==> src/rwc_pkg.sv <==
// Package for the reset and wake control block: offsets, fields, timing, types
package rwc_pkg;

    // Register offsets on the plain register port
    localparam logic [1:0] RWC_OFF_CAUSE   = 2'h0;
    localparam logic [1:0] RWC_OFF_STATUS  = 2'h1;
    localparam logic [1:0] RWC_OFF_CONFIG  = 2'h2;

    // Reset cause register field positions
    localparam int RWC_BIT_PRIO   = 7;
    localparam int RWC_BIT_RI     = 4;
    localparam int RWC_BIT_TO     = 3;
    localparam int RWC_BIT_PD     = 2;
    localparam int RWC_BIT_POR    = 1;
    localparam int RWC_BIT_BOR    = 0;

    // Config register field positions (status/config are block-local)
    localparam int RWC_CFG_FSCM   = 0;
    localparam int RWC_CFG_EXTCLK = 1;
    localparam int RWC_CFG_REGEN  = 2;
    localparam int RWC_CFG_BOREN  = 3;

    // Values after power-on for the reset cause and config registers
    localparam logic [7:0] RWC_CAUSE_POR_VAL = 8'h1c;
    localparam logic [7:0] RWC_CONFIG_RST    = 8'h0c;

    // Timing figures
    localparam int RWC_CLK_MHZ          = 250;
    localparam int RWC_CPU_READY_NS     = 200;
    localparam int RWC_CPU_READY_CYC    = (RWC_CPU_READY_NS * RWC_CLK_MHZ + 999) / 1000;
    localparam int RWC_OST_CYCLES       = 1024;
    localparam int RWC_POWERUP_TIMER_BITS        = 11;
    localparam int RWC_POWERUP_TIMER_TICKS       = 2048;
    localparam int RWC_FILTER_CYC       = 4;

    // Power mode of the core
    typedef enum logic [1:0] {
        RWC_MODE_RUN      = 2'b00,
        RWC_MODE_SLEEP    = 2'b01,
        RWC_MODE_IDLE_PRI = 2'b10,
        RWC_MODE_IDLE_OTH = 2'b11
    } rwc_mode_type;

    // Wake sequencer state
    typedef enum logic [2:0] {
        RWC_ST_RUN   = 3'b000,
        RWC_ST_SAVE  = 3'b001,
        RWC_ST_OST   = 3'b010,
        RWC_ST_READY = 3'b011,
        RWC_ST_POWERUP_TIMER  = 3'b100
    } rwc_state_type;

    // Core events from the instruction decoder and monitors
    typedef struct packed {
        logic sleep_instr;
        logic idle_select;
        logic primary_idle_mode;
        logic watchdog_clear_instr;
        logic reset_instr;
        logic stack_full;
        logic stack_underflow;
        logic clock_lost;
    } rwc_core_ev_type;

endpackage : rwc_pkg

==> src/rwc_top.sv <==
// Reset and wake control: reset causes, cause flags, wake sequencing, watchdog clear
`timescale 1ns/1ns
module rwc_top
    import rwc_pkg::*;
(
    // Clock and reset (rst is the power-on reset)
    input  wire logic            clk,
    input  wire logic            rst,
    // Register port
    input  wire logic [1:0]      reg_addr,
    input  wire logic [7:0]      reg_wdata,
    input  wire logic            reg_wr,
    input  wire logic            reg_rd,
    output logic      [7:0]      reg_rdata,
    // Pins and analog monitors (asynchronous)
    input  wire logic            external_clear_pin_n,
    input  wire logic            brownout_n,
    input  wire logic            internal_rc_osc_tick,
    // Core events and interrupt state (same clock)
    input  rwc_core_ev_type      core_ev,
    input  wire logic            irq_flag_enabled,
    input  wire logic            global_irq_enable,
    input  wire logic            watchdog_timeout,
    // Core controls
    output logic                 core_reset,
    output logic                 cpu_run,
    output logic                 branch_vector,
    output logic                 run_from_rc,
    output logic                 watchdog_clear,
    output logic                 priority_levels_enable,
    output logic                 external_clear_pin_oe,
    output logic [3:0]           reset_cause
);

    // Two-flop synchronisers on the asynchronous inputs
    logic [2:0] sync_a;
    logic [2:0] sync_b;
    logic       rc_prev;
    always_ff @(posedge clk) begin
        if (rst) begin
            sync_a  <= 3'h7;
            sync_b  <= 3'h7;
            rc_prev <= 1'b1; // Matches the synchroniser, so no false tick after reset
        end else begin
            sync_a  <= {internal_rc_osc_tick, brownout_n, external_clear_pin_n};
            sync_b  <= sync_a;
            rc_prev <= sync_b[2];
        end
    end
    logic clr_pin_n;
    logic bor_low;
    logic rc_edge;
    assign clr_pin_n = sync_b[0];
    assign bor_low   = ~sync_b[1];
    assign rc_edge   = sync_b[2] & ~rc_prev;

    // State of the block
    logic [7:0]         cause;
    logic [7:0]         config_r;
    rwc_state_type      state;
    rwc_mode_type       mode;
    logic [10:0]        cnt;
    logic [RWC_POWERUP_TIMER_BITS-1:0] powerup_timer;
    logic [2:0]         filt;
    logic               wake_irq;
    logic               in_reset;
    logic [3:0]         cause_code;
    logic               out_cpu_run;
    logic               out_branch;
    logic               out_rc;
    logic               out_wdclr;
    logic [7:0]         rdata;

    logic [7:0]         next_cause;
    logic [7:0]         next_config;
    rwc_state_type      next_state;
    rwc_mode_type       next_mode;
    logic [10:0]        next_cnt;
    logic [RWC_POWERUP_TIMER_BITS-1:0] next_powerup_timer;
    logic [2:0]         next_filt;
    logic               next_wake_irq;
    logic               next_in_reset;
    logic [3:0]         next_cause_code;
    logic               next_cpu_run;
    logic               next_branch;
    logic               next_rc;
    logic               next_wdclr;
    logic [7:0]         next_rdata;

    // Decoded register write, used by several fields
    function automatic logic wr_hit(input logic wr, input logic [1:0] a, input logic [1:0] off);
        wr_hit = wr & (a == off);
    endfunction : wr_hit

    // Next-state logic for flags, sequencer and outputs
    always_comb begin
        logic pin_rst;
        logic bor_rst;
        logic wdt_rst;
        logic low_power;
        logic wake;
        logic cause_wr;
        logic bor_avail;
        pin_rst     = 1'b0;
        bor_rst     = 1'b0;
        wdt_rst     = 1'b0;
        low_power   = 1'b0;
        wake        = 1'b0;
        cause_wr    = wr_hit(reg_wr, reg_addr, RWC_OFF_CAUSE);
        next_cause  = cause;
        next_config = config_r;
        next_state  = state;
        next_mode   = mode;
        next_cnt    = cnt;
        next_powerup_timer   = powerup_timer;
        next_filt   = filt;
        next_wake_irq   = wake_irq;
        next_in_reset   = in_reset;
        next_cause_code = cause_code;
        next_cpu_run    = 1'b0;
        next_branch     = 1'b0;
        next_rc         = out_rc;
        next_wdclr      = 1'b0;
        next_rdata      = 8'h00;

        // Firmware writes: only set-by-firmware bits and the priority bit
        if (cause_wr) begin
            next_cause[RWC_BIT_PRIO] = reg_wdata[RWC_BIT_PRIO];
            next_cause[RWC_BIT_RI]   = cause[RWC_BIT_RI]  | reg_wdata[RWC_BIT_RI];
            next_cause[RWC_BIT_POR]  = cause[RWC_BIT_POR] | reg_wdata[RWC_BIT_POR];
            next_cause[RWC_BIT_BOR]  = cause[RWC_BIT_BOR] | reg_wdata[RWC_BIT_BOR];
        end
        if (wr_hit(reg_wr, reg_addr, RWC_OFF_CONFIG)) begin
            next_config = {4'h0, reg_wdata[3:0]};
        end
        bor_avail = config_r[RWC_CFG_BOREN] & config_r[RWC_CFG_REGEN];

        // clear pin must stay low several cycles to count
        if (!clr_pin_n) begin
            next_filt = (filt == 3'(RWC_FILTER_CYC)) ? filt : filt + 3'h1;
        end else begin
            next_filt = 3'h0;
        end
        pin_rst = (filt == 3'(RWC_FILTER_CYC));
        // brown-out only detected with the BOREN and REGEN config bits both set
        bor_rst = bor_low & bor_avail;
        low_power = (mode != RWC_MODE_RUN);
        wdt_rst = watchdog_timeout & ~low_power & ~in_reset;

        // watchdog clear on sleep, clear instr or clock loss
        next_wdclr = core_ev.sleep_instr | core_ev.watchdog_clear_instr
                   | (core_ev.clock_lost & config_r[RWC_CFG_FSCM]);

        // hardware events drive the TO and PD flags; clears after sets
        if (core_ev.watchdog_clear_instr && !in_reset) begin
            next_cause[RWC_BIT_TO] = 1'b1;
            next_cause[RWC_BIT_PD] = 1'b1;
        end
        if (core_ev.sleep_instr && !in_reset && !low_power) begin
            next_cause[RWC_BIT_TO] = 1'b1;
            next_cause[RWC_BIT_PD] = 1'b0;
            next_mode = !core_ev.idle_select ? RWC_MODE_SLEEP
                      : core_ev.primary_idle_mode ? RWC_MODE_IDLE_PRI : RWC_MODE_IDLE_OTH;
        end
        if (watchdog_timeout && !in_reset) begin
            next_cause[RWC_BIT_TO] = 1'b0;
        end

        // eight reset causes, encoded for the core
        if (bor_rst) begin
            next_cause_code = 4'h5;
            next_cause[RWC_BIT_RI] = 1'b1;
            next_cause[RWC_BIT_TO] = 1'b1;
            next_cause[RWC_BIT_PD] = 1'b1;
            next_cause[RWC_BIT_BOR] = 1'b0;
        end else if (pin_rst && !in_reset) begin
            next_cause_code = low_power ? 4'h3 : 4'h2;
            if (low_power) begin
                next_cause[RWC_BIT_TO] = 1'b1;
                next_cause[RWC_BIT_PD] = 1'b0;
            end
        end else if (wdt_rst) begin
            next_cause_code = 4'h4;
        end else if (core_ev.reset_instr && !in_reset) begin
            next_cause_code = 4'h6;
            next_cause[RWC_BIT_RI] = 1'b0;
        end else if (core_ev.stack_full && !in_reset) begin
            next_cause_code = 4'h7;
        end else if (core_ev.stack_underflow && !in_reset) begin
            next_cause_code = 4'h8;
        end
        // regulator disabled forces brown-out flag low
        if (!config_r[RWC_CFG_REGEN]) begin
            next_cause[RWC_BIT_BOR] = 1'b0;
        end

        // only interrupt, reset or watchdog leave low power
        // enabled interrupt flag starts the exit
        wake = low_power && (irq_flag_enabled || watchdog_timeout);

        case (state)
            RWC_ST_RUN: begin
                next_cpu_run = ~low_power;
                if (wake) begin
                    next_wake_irq = irq_flag_enabled;
                    next_cpu_run  = 1'b0;
                    // start-up timer skipped for either idle mode or ext clock
                    if (mode == RWC_MODE_IDLE_PRI || config_r[RWC_CFG_EXTCLK] || mode != RWC_MODE_SLEEP) begin
                        next_state = RWC_ST_READY;
                        next_cnt   = 11'(RWC_CPU_READY_CYC - 1);
                    end else begin
                        next_state = RWC_ST_OST;
                        next_cnt   = 11'(RWC_OST_CYCLES - 1);
                    end
                end
            end
            RWC_ST_OST: begin
                if (cnt == 11'h000) begin
                    next_state = RWC_ST_READY;
                    next_cnt   = 11'(RWC_CPU_READY_CYC - 1);
                end else begin
                    next_cnt = cnt - 11'h001;
                end
            end
            RWC_ST_READY: begin
                // execution restarts the cycle after the delay
                if (cnt == 11'h000) begin
                    next_state   = RWC_ST_RUN;
                    next_mode    = RWC_MODE_RUN;
                    next_cpu_run = 1'b1;
                    next_branch  = wake_irq & global_irq_enable;
                end else begin
                    next_cnt = cnt - 11'h001;
                end
            end
            RWC_ST_POWERUP_TIMER: begin
                next_cpu_run = 1'b0;
                // count RC ticks, over the full 11-bit range after power-on or brown-out
                if (bor_rst) begin
                    // brown-out in timing restarts the timer
                    next_powerup_timer = '0;
                end else if (powerup_timer == RWC_POWERUP_TIMER_BITS'(RWC_POWERUP_TIMER_TICKS - 1) && rc_edge) begin
                    next_state    = RWC_ST_RUN;
                    next_in_reset = 1'b0;
                    next_cpu_run  = 1'b1;
                end else if (rc_edge) begin
                    next_powerup_timer = powerup_timer + 1'b1;
                end
            end
            default: begin
                next_state = RWC_ST_RUN;
            end
        endcase

        // Any reset overrides the wake sequencer
        if (bor_rst) begin
            next_state    = RWC_ST_POWERUP_TIMER;
            next_in_reset = 1'b1;
            next_powerup_timer     = '0;
            next_mode     = RWC_MODE_RUN;
            next_cpu_run  = 1'b0;
            next_branch   = 1'b0;
            // reset leaves low power on the RC clock
            next_rc       = 1'b1;
        end else if (!in_reset && (pin_rst || wdt_rst || core_ev.reset_instr
                                   || core_ev.stack_full || core_ev.stack_underflow)) begin
            next_state    = RWC_ST_POWERUP_TIMER;
            next_in_reset = 1'b1;
            next_powerup_timer     = RWC_POWERUP_TIMER_BITS'(RWC_POWERUP_TIMER_TICKS - 1);
            next_mode     = RWC_MODE_RUN;
            next_cpu_run  = 1'b0;
            next_branch   = 1'b0;
            // unlike brown-out, these resets force the RC clock only out of low power
            next_rc       = low_power;
        end else if (in_reset && pin_rst) begin
            // Pin held low keeps the core in reset, even if the timer has run out
            next_state   = RWC_ST_POWERUP_TIMER;
            next_cpu_run = 1'b0;
            next_in_reset = 1'b1;
        end

        // Register read data, one cycle after the strobe
        if (reg_rd) begin
            case (reg_addr)
                RWC_OFF_CAUSE:  next_rdata = {cause[7], 2'b00, cause[4:0]};
                RWC_OFF_STATUS: next_rdata = {cause_code, 1'b0, in_reset, mode};
                RWC_OFF_CONFIG: next_rdata = config_r;
                default:        next_rdata = 8'h00;
            endcase
        end
    end

    // Registers; rst is the power-on reset of the block
    always_ff @(posedge clk) begin
        if (rst) begin
            // power-on clears power-on flag, nothing else does
            cause       <= RWC_CAUSE_POR_VAL;
            config_r    <= RWC_CONFIG_RST;
            state       <= RWC_ST_POWERUP_TIMER;
            mode        <= RWC_MODE_RUN;
            cnt         <= 11'h000;
            powerup_timer        <= '0;
            filt        <= 3'h0;
            wake_irq    <= 1'b0;
            in_reset    <= 1'b1;
            cause_code  <= 4'h1;
            out_cpu_run <= 1'b0;
            out_branch  <= 1'b0;
            out_rc      <= 1'b1;
            out_wdclr   <= 1'b0;
            rdata       <= 8'h00;
        end else begin
            cause       <= next_cause;
            config_r    <= next_config;
            state       <= next_state;
            mode        <= next_mode;
            cnt         <= next_cnt;
            powerup_timer        <= next_powerup_timer;
            filt        <= next_filt;
            wake_irq    <= next_wake_irq;
            in_reset    <= next_in_reset;
            cause_code  <= next_cause_code;
            out_cpu_run <= next_cpu_run;
            out_branch  <= next_branch;
            out_rc      <= next_rc;
            out_wdclr   <= next_wdclr;
            rdata       <= next_rdata;
        end
    end

    // Outputs straight from flops
    assign reg_rdata              = rdata;
    assign core_reset             = in_reset;
    assign cpu_run                = out_cpu_run;
    assign branch_vector          = out_branch;
    assign run_from_rc            = out_rc;
    assign watchdog_clear         = out_wdclr;
    assign priority_levels_enable = cause[RWC_BIT_PRIO];
    assign reset_cause            = cause_code;
    // the clear pin is input only, never driven
    assign external_clear_pin_oe  = 1'b0;

endmodule : rwc_top

==> config.mk <==
export PLATFORM = sky130hd
export DESIGN_NAME = rwc_top
export DESIGN_NICKNAME = d
export VERILOG_FILES = /design/src/rwc_pkg.sv /design/src/rwc_top.sv
export SDC_FILE = /design/constraint.sdc
export NUM_CORES = 1
export LEC_CHECK = 0
export BUFFER_PORTS_ARGS = -buffer_cell sky130_fd_sc_hd__buf_2
export CORE_MARGIN = 2
export CORE_UTILIZATION = 53
export CTS_CLUSTER_DIAMETER = 80
export DETAILED_ROUTE_END_ITERATION = 12
export GPL_ROUTABILITY_DRIVEN = 1
export GPL_TIMING_DRIVEN = 0
export PLACE_DENSITY = 0.75
export SLEW_MARGIN = 20
export SYNTH_ARGS = -nofsm -noshare
export SYNTH_HDL_FRONTEND = slang
export SYNTH_SLANG_ARGS = --single-unit
==> constraint.sdc <==
create_clock -name clk -period 2.5 [get_ports clk]
set_input_delay 0.5 -clock clk [delete_from_list [all_inputs] [get_ports clk]]
set_output_delay 0.5 -clock clk [all_outputs]
set_load 0.02 [all_outputs]
Word-level counts from Yosys, hierarchy flattened

Index checks and enable logic that the tools add are counted.

Flip-flop bits (word level): 65
Input bits: 28
Output and inout bits: 19
Logic and storage cells: 144

$add $sub $neg: 3
Equal/unequal tests: 15
Muxes and demuxes: 41
Bitwise operators: 22
Reductions and logical operators: 42

Operator list:

| operator                                           | count |
|---|---|
| two-way mux 11 bit                                 | 7 |
| one-hot mux 11 bit (3 select lines)                | 1 |
| one-hot mux 8 bit (3 select lines)                 | 1 |
| two-way mux 4 bit                                  | 5 |
| two-way mux 2 bit                                  | 8 |
| two-way mux 3 bit                                  | 5 |
| logical AND 1 bit                                  | 12 |
| one-hot mux 3 bit (4 select lines)                 | 1 |
| adder 11 x 1 -> 11 bit, second input constant      | 1 |
| == test 11 bit, second input constant              | 1 |
| logical NOT 11 bit                                 | 1 |
| two-way mux 1 bit                                  | 11 |
| subtractor 11 x 1 -> 11 bit, second input constant | 1 |
| two-way mux 10 bit                                 | 1 |
| != test 2 bit, second input constant               | 5 |
| AND 1 bit                                          | 9 |
| inverter 1 bit                                     | 8 |
| logical OR 1 bit                                   | 7 |
| == test 3 x 2 -> 1 bit, second input constant      | 2 |
| == test 3 bit, second input constant               | 2 |
| AND reduction 3 bit                                | 2 |
| nonzero test 2 bit                                 | 3 |
| nonzero test 6 bit                                 | 1 |
| OR reduction 2 bit                                 | 3 |
| other kinds (16)                                   | 25 |

Logic depth before layout (Yosys ltp)

Depth in word-level cells: 11
Mapped depth: 8
Mapped depth without buffers: 7

Least setup slack after synthesis

OpenSTA, ideal clock, no wires.

Kind: register -> register
Start point: reg cnt[0]
End point: reg cnt[4]
Setup time: 0.068 ns
Arrival time: 1.826 ns
Required time: 2.432 ns
Path slack: 0.607 ns
Stages on the path, launching flop included: 8
Path buffers: 1
Period minus slack after synthesis: 1.893 ns
Cell sequence: dfxtp_1 > inv_1 > ha_1 > or4b_4 > o41a_1 > buf_6 > a211o_1 > a21oi_2

Longest elaborated chain between the ends: 3
Elaborated cells on any way between the ends: 7
Those cells by class: add/sub: 1; eq/ne: 1; mux: 3; reduce/logical: 2

Ends and longest elaborated chain:

| element                                                                           | line           | RTL |
|---|---|---|
| from (decl)                                                                       | rwc_top.sv:62  | `logic [10:0] cnt;` |
| from (signal assigned)                                                            | rwc_top.sv:317 | `cnt <= next_cnt;` |
| subtractor 11 x 1 -> 11 bit / logical NOT 11 bit (equally long branches)          | --             |  |
| two-way mux 11 bit, or another cell as far along                                  | rwc_top.sv:227 | `if (cnt == 11'h000) begin` |
| one-hot mux 11 bit (3 select lines) / AND reduction 3 bit (equally long branches) | --             |  |

Several ways; a longest one is shown, not always the timed one. The select of a mux whose other input is x is not followed.
A chain may end at the register's enable or synchronous reset.

Worst setup path after layout

Start point: reg cnt[0]
End point: reg cnt[2]

The elaborated chain is that of the path after synthesis.

==> results.ini <==
[power_and_ir_drop]
p_int_mw=1.48
power_density_nw_per_um2=577
p_seq_frac=0.538
total_power_mw=1.97
p_clk_frac=0.406
ir_worst_vdd_mv=0.499
p_leak_nw=1.37
switching_power_uw=488
power_frac_comb=0.056
swShare=0.248

[clocking]
cts.path.max_buffers=2
ctsHoldBuffers=0
numCtsBuffers=9
cts_resized=0
post_cts_buffers=0
cts_sinks=65
cts_tree=yes
h-tree-depth=3
cts_root_buffer=clkbuf_8
clkTransAtPathRegs_ns=0.07
clkLatencyLatePin_ns=0.34

[placed_design]
placed_area_sq_um=3230
place_congestion=0.873
dp.cells=446
hpwl_um=4730
port_buffers=42
dpl_worst_slack_ns=0.462

[logic_synthesis]
synth_top_family_by_area=simple AND/OR/NAND/NOR gates
ys_seq_elements=65
yosys_warnings=0
synth_flop_cell=dfxtp_1
synth.avg_cell_area_sq_um=8.82
async_flop_share=0
netlist_instances=332
synth_edf_count=0
yosys.area_share.simple=0.250
yosysTopAreaCell=dfxtp_1
synthAdderAreaFrac=0.0214
netlist_area_sq_um=2930
synthesis.nets=365
synth_top_area_share=0.444
ys_seq_area_frac=0.444
synthXorXnorAreaFrac=0.0269
synth_compound_area_frac=0.181
synth_cell_types=53
synth.area.mux_share=0.0342
yosys-top-cells-area=dfxtp_1, a21oi_1, nor2_1

[critical_path]
regToRegEndpoint=cnt[2]$_SDFFE_PP0P_
critPathKind=flip-flop to flip-flop
rr_startpoint=cnt[0]$_SDFFE_PP0P_
cp.required_ns=2.70
startpoint_type=flip-flop
crit_chain=inv_1 > ha_1 > or4b_4 > o41ai_2 > buf_4 > nor2_1 > o21ai_1 > a31oi_1
endpoint_kind=flip-flop
path_max_fanout=10
critPathBufInv=2
r2r_setup_slack_ns=0.44
cp_slowest_cell=or4b_4
crit_family=simple AND/OR/NAND/NOR gates
r2r_cells=8
worst_ep_arrival_time_ns=2.27
cp_slowest_stage_delay_ns=0.49

[route]
drt-total-wl_um=6540
ant_nets=0
via_per_inst=5.60
wl_per_cell_um=14.2
drcViolationCount=0
drt_iter0_drc=124
drt_first_pass_iters=4
num_vias=2586

[floorplan]
core_area_sq_um=5410
start_util=0.542
num_rows=27
pin_count=47
dieArea_sq_um=6130
die_h_um=78.3
die_w_um=78.3

[grt]
grt_pass1_vias=2446
grt_util_all_layers=0.232
grt_max_degree=13
grt-ovfl-total=0
antenna_found_initial=0
grt_pass1_wl_um=11100

[sta]
fmax_mhz=484
hold_violations=0
final.setup.tns_ns=0
hold_slack_ns=0.335
min_period_over_period=0.826
setup_viol=0
relSlewSlack=0.573
rsz0062_at_grt=no
fin_crit_ns=2.06
setup_ws_ns=0.435
max_slew.worst_pin.slew_ns=0.640
fin_skew_ns=0.00725
drv_slew=0

[finish]
mostFrequentLayoutCell=dfxtp_1
drive_above_1_share=0.208
final_area_sq_um=3410
post-route-util=0.631
nNetsFinal=418
area_delta_synth_final_pct=16.5
mostFrequentLayoutCells=dfxtp_1, buf_2, nor2_1
antenna_cells=0
stdcell_count=462

[hold_path]
hold_path_end=sync_a[2]$_SDFF_PP1_
hold_start=internal_rc_osc_tick
hold_path_depth=2
hold_class=input pin to flip-flop

[status]
status=finished clean

[flow_run]
maxCapViolations=0

-- kinds of logic after synthesis --
logic type      Yosys count
simple gates            133
compound gates           84
flops                    65
buf+inv                  25
mux                      10
xor+xnor                  9
fa+ha+maj                 5
other cells               1
-- power groups by stage --
stage               logic [mW]  clock network, mW  registers [mW]
floorplan               0.0573                  0            1.09
global placement         0.108                  0            1.08
detailed placement       0.109                  0            1.08
CTS                      0.110              0.822            1.06
global route             0.123              0.854            1.06
finish                   0.110              0.799            1.06
-- cells in the mapped netlist, types with 3 or more instances --
library cell / number
a211o_1: 3
a21o_1: 5
a21oi_1: 33
a31oi_1: 10
and3_1: 6
buf_4: 3
clkbuf_1: 9
dfxtp_1: 65
ha_1: 5
inv_1: 9
mux2i_1: 10
nand2_1: 15
nand2b_1: 3
nand3_1: 4
nand3b_1: 7
nand4_1: 5
nand4b_1: 3
nor2_1: 40
nor2b_1: 6
nor3_1: 15
nor3b_1: 5
o21a_1: 3
o21ai_0: 7
o21ai_1: 8
or2_2: 9
xnor2_1: 7
-- metal layers --
metal | GRT usage | routed length (um) | up-vias
met5 | 0 | 0 | -
met4 | 0.0930 | 103 | 0
met3 | 0.0690 | 369 | 6
met2 | 0.366 | 3030 | 65
met1 | 0.299 | 3040 | 1221
li1 | - | - | 1294
-- how the worst max path moves through the flow --
stage	startpoint	end	slack, ns	cells past startpoint
final	cnt[0]$_SDFFE_PP0P_	cnt[2]$_SDFFE_PP0P_	0.44	8
after detailed placement	cnt[0]$_SDFFE_PP0P_	cnt[9]$_SDFFE_PP0P_	0.46	8
after floorplan	cnt[0]$_SDFFE_PP0P_	cnt[4]$_SDFFE_PP0P_	0.61	7
after global routing	cnt[0]$_SDFFE_PP0P_	cnt[7]$_SDFFE_PP0P_	0.27	8
after global placement	cnt[0]$_SDFFE_PP0P_	cnt[7]$_SDFFE_PP0P_	0.46	8
after CTS	cnt[0]$_SDFFE_PP0P_	cnt[7]$_SDFFE_PP0P_	0.44	8
-- sequential cells by signal (all words and copies together), names as in the netlist --
name	count
filt	3
rc_prev	1
cnt	11
config_r	4
powerup_timer	11
mode	2
state	3
wake_irq	1
core_reset	1
reg_rdata	8
cause	6
reset_cause	4
sync_b	3
branch_vector	1
sync_a	3
run_from_rc	1
watchdog_clear	1
cpu_run	1
-- area by class of cell --
class                   count  area [sq um]
multi-input cells         242          1510
plain buffers              16          87.6
fillers                   478          2000
well taps                  72          90.1
clock buffers              10           138
flip-flops and latches     65          1300
repair buffers             42           210
clock inverters             6          43.8
inverters                   9          33.8
Note: power is estimated with default switching activity, not from simulation.
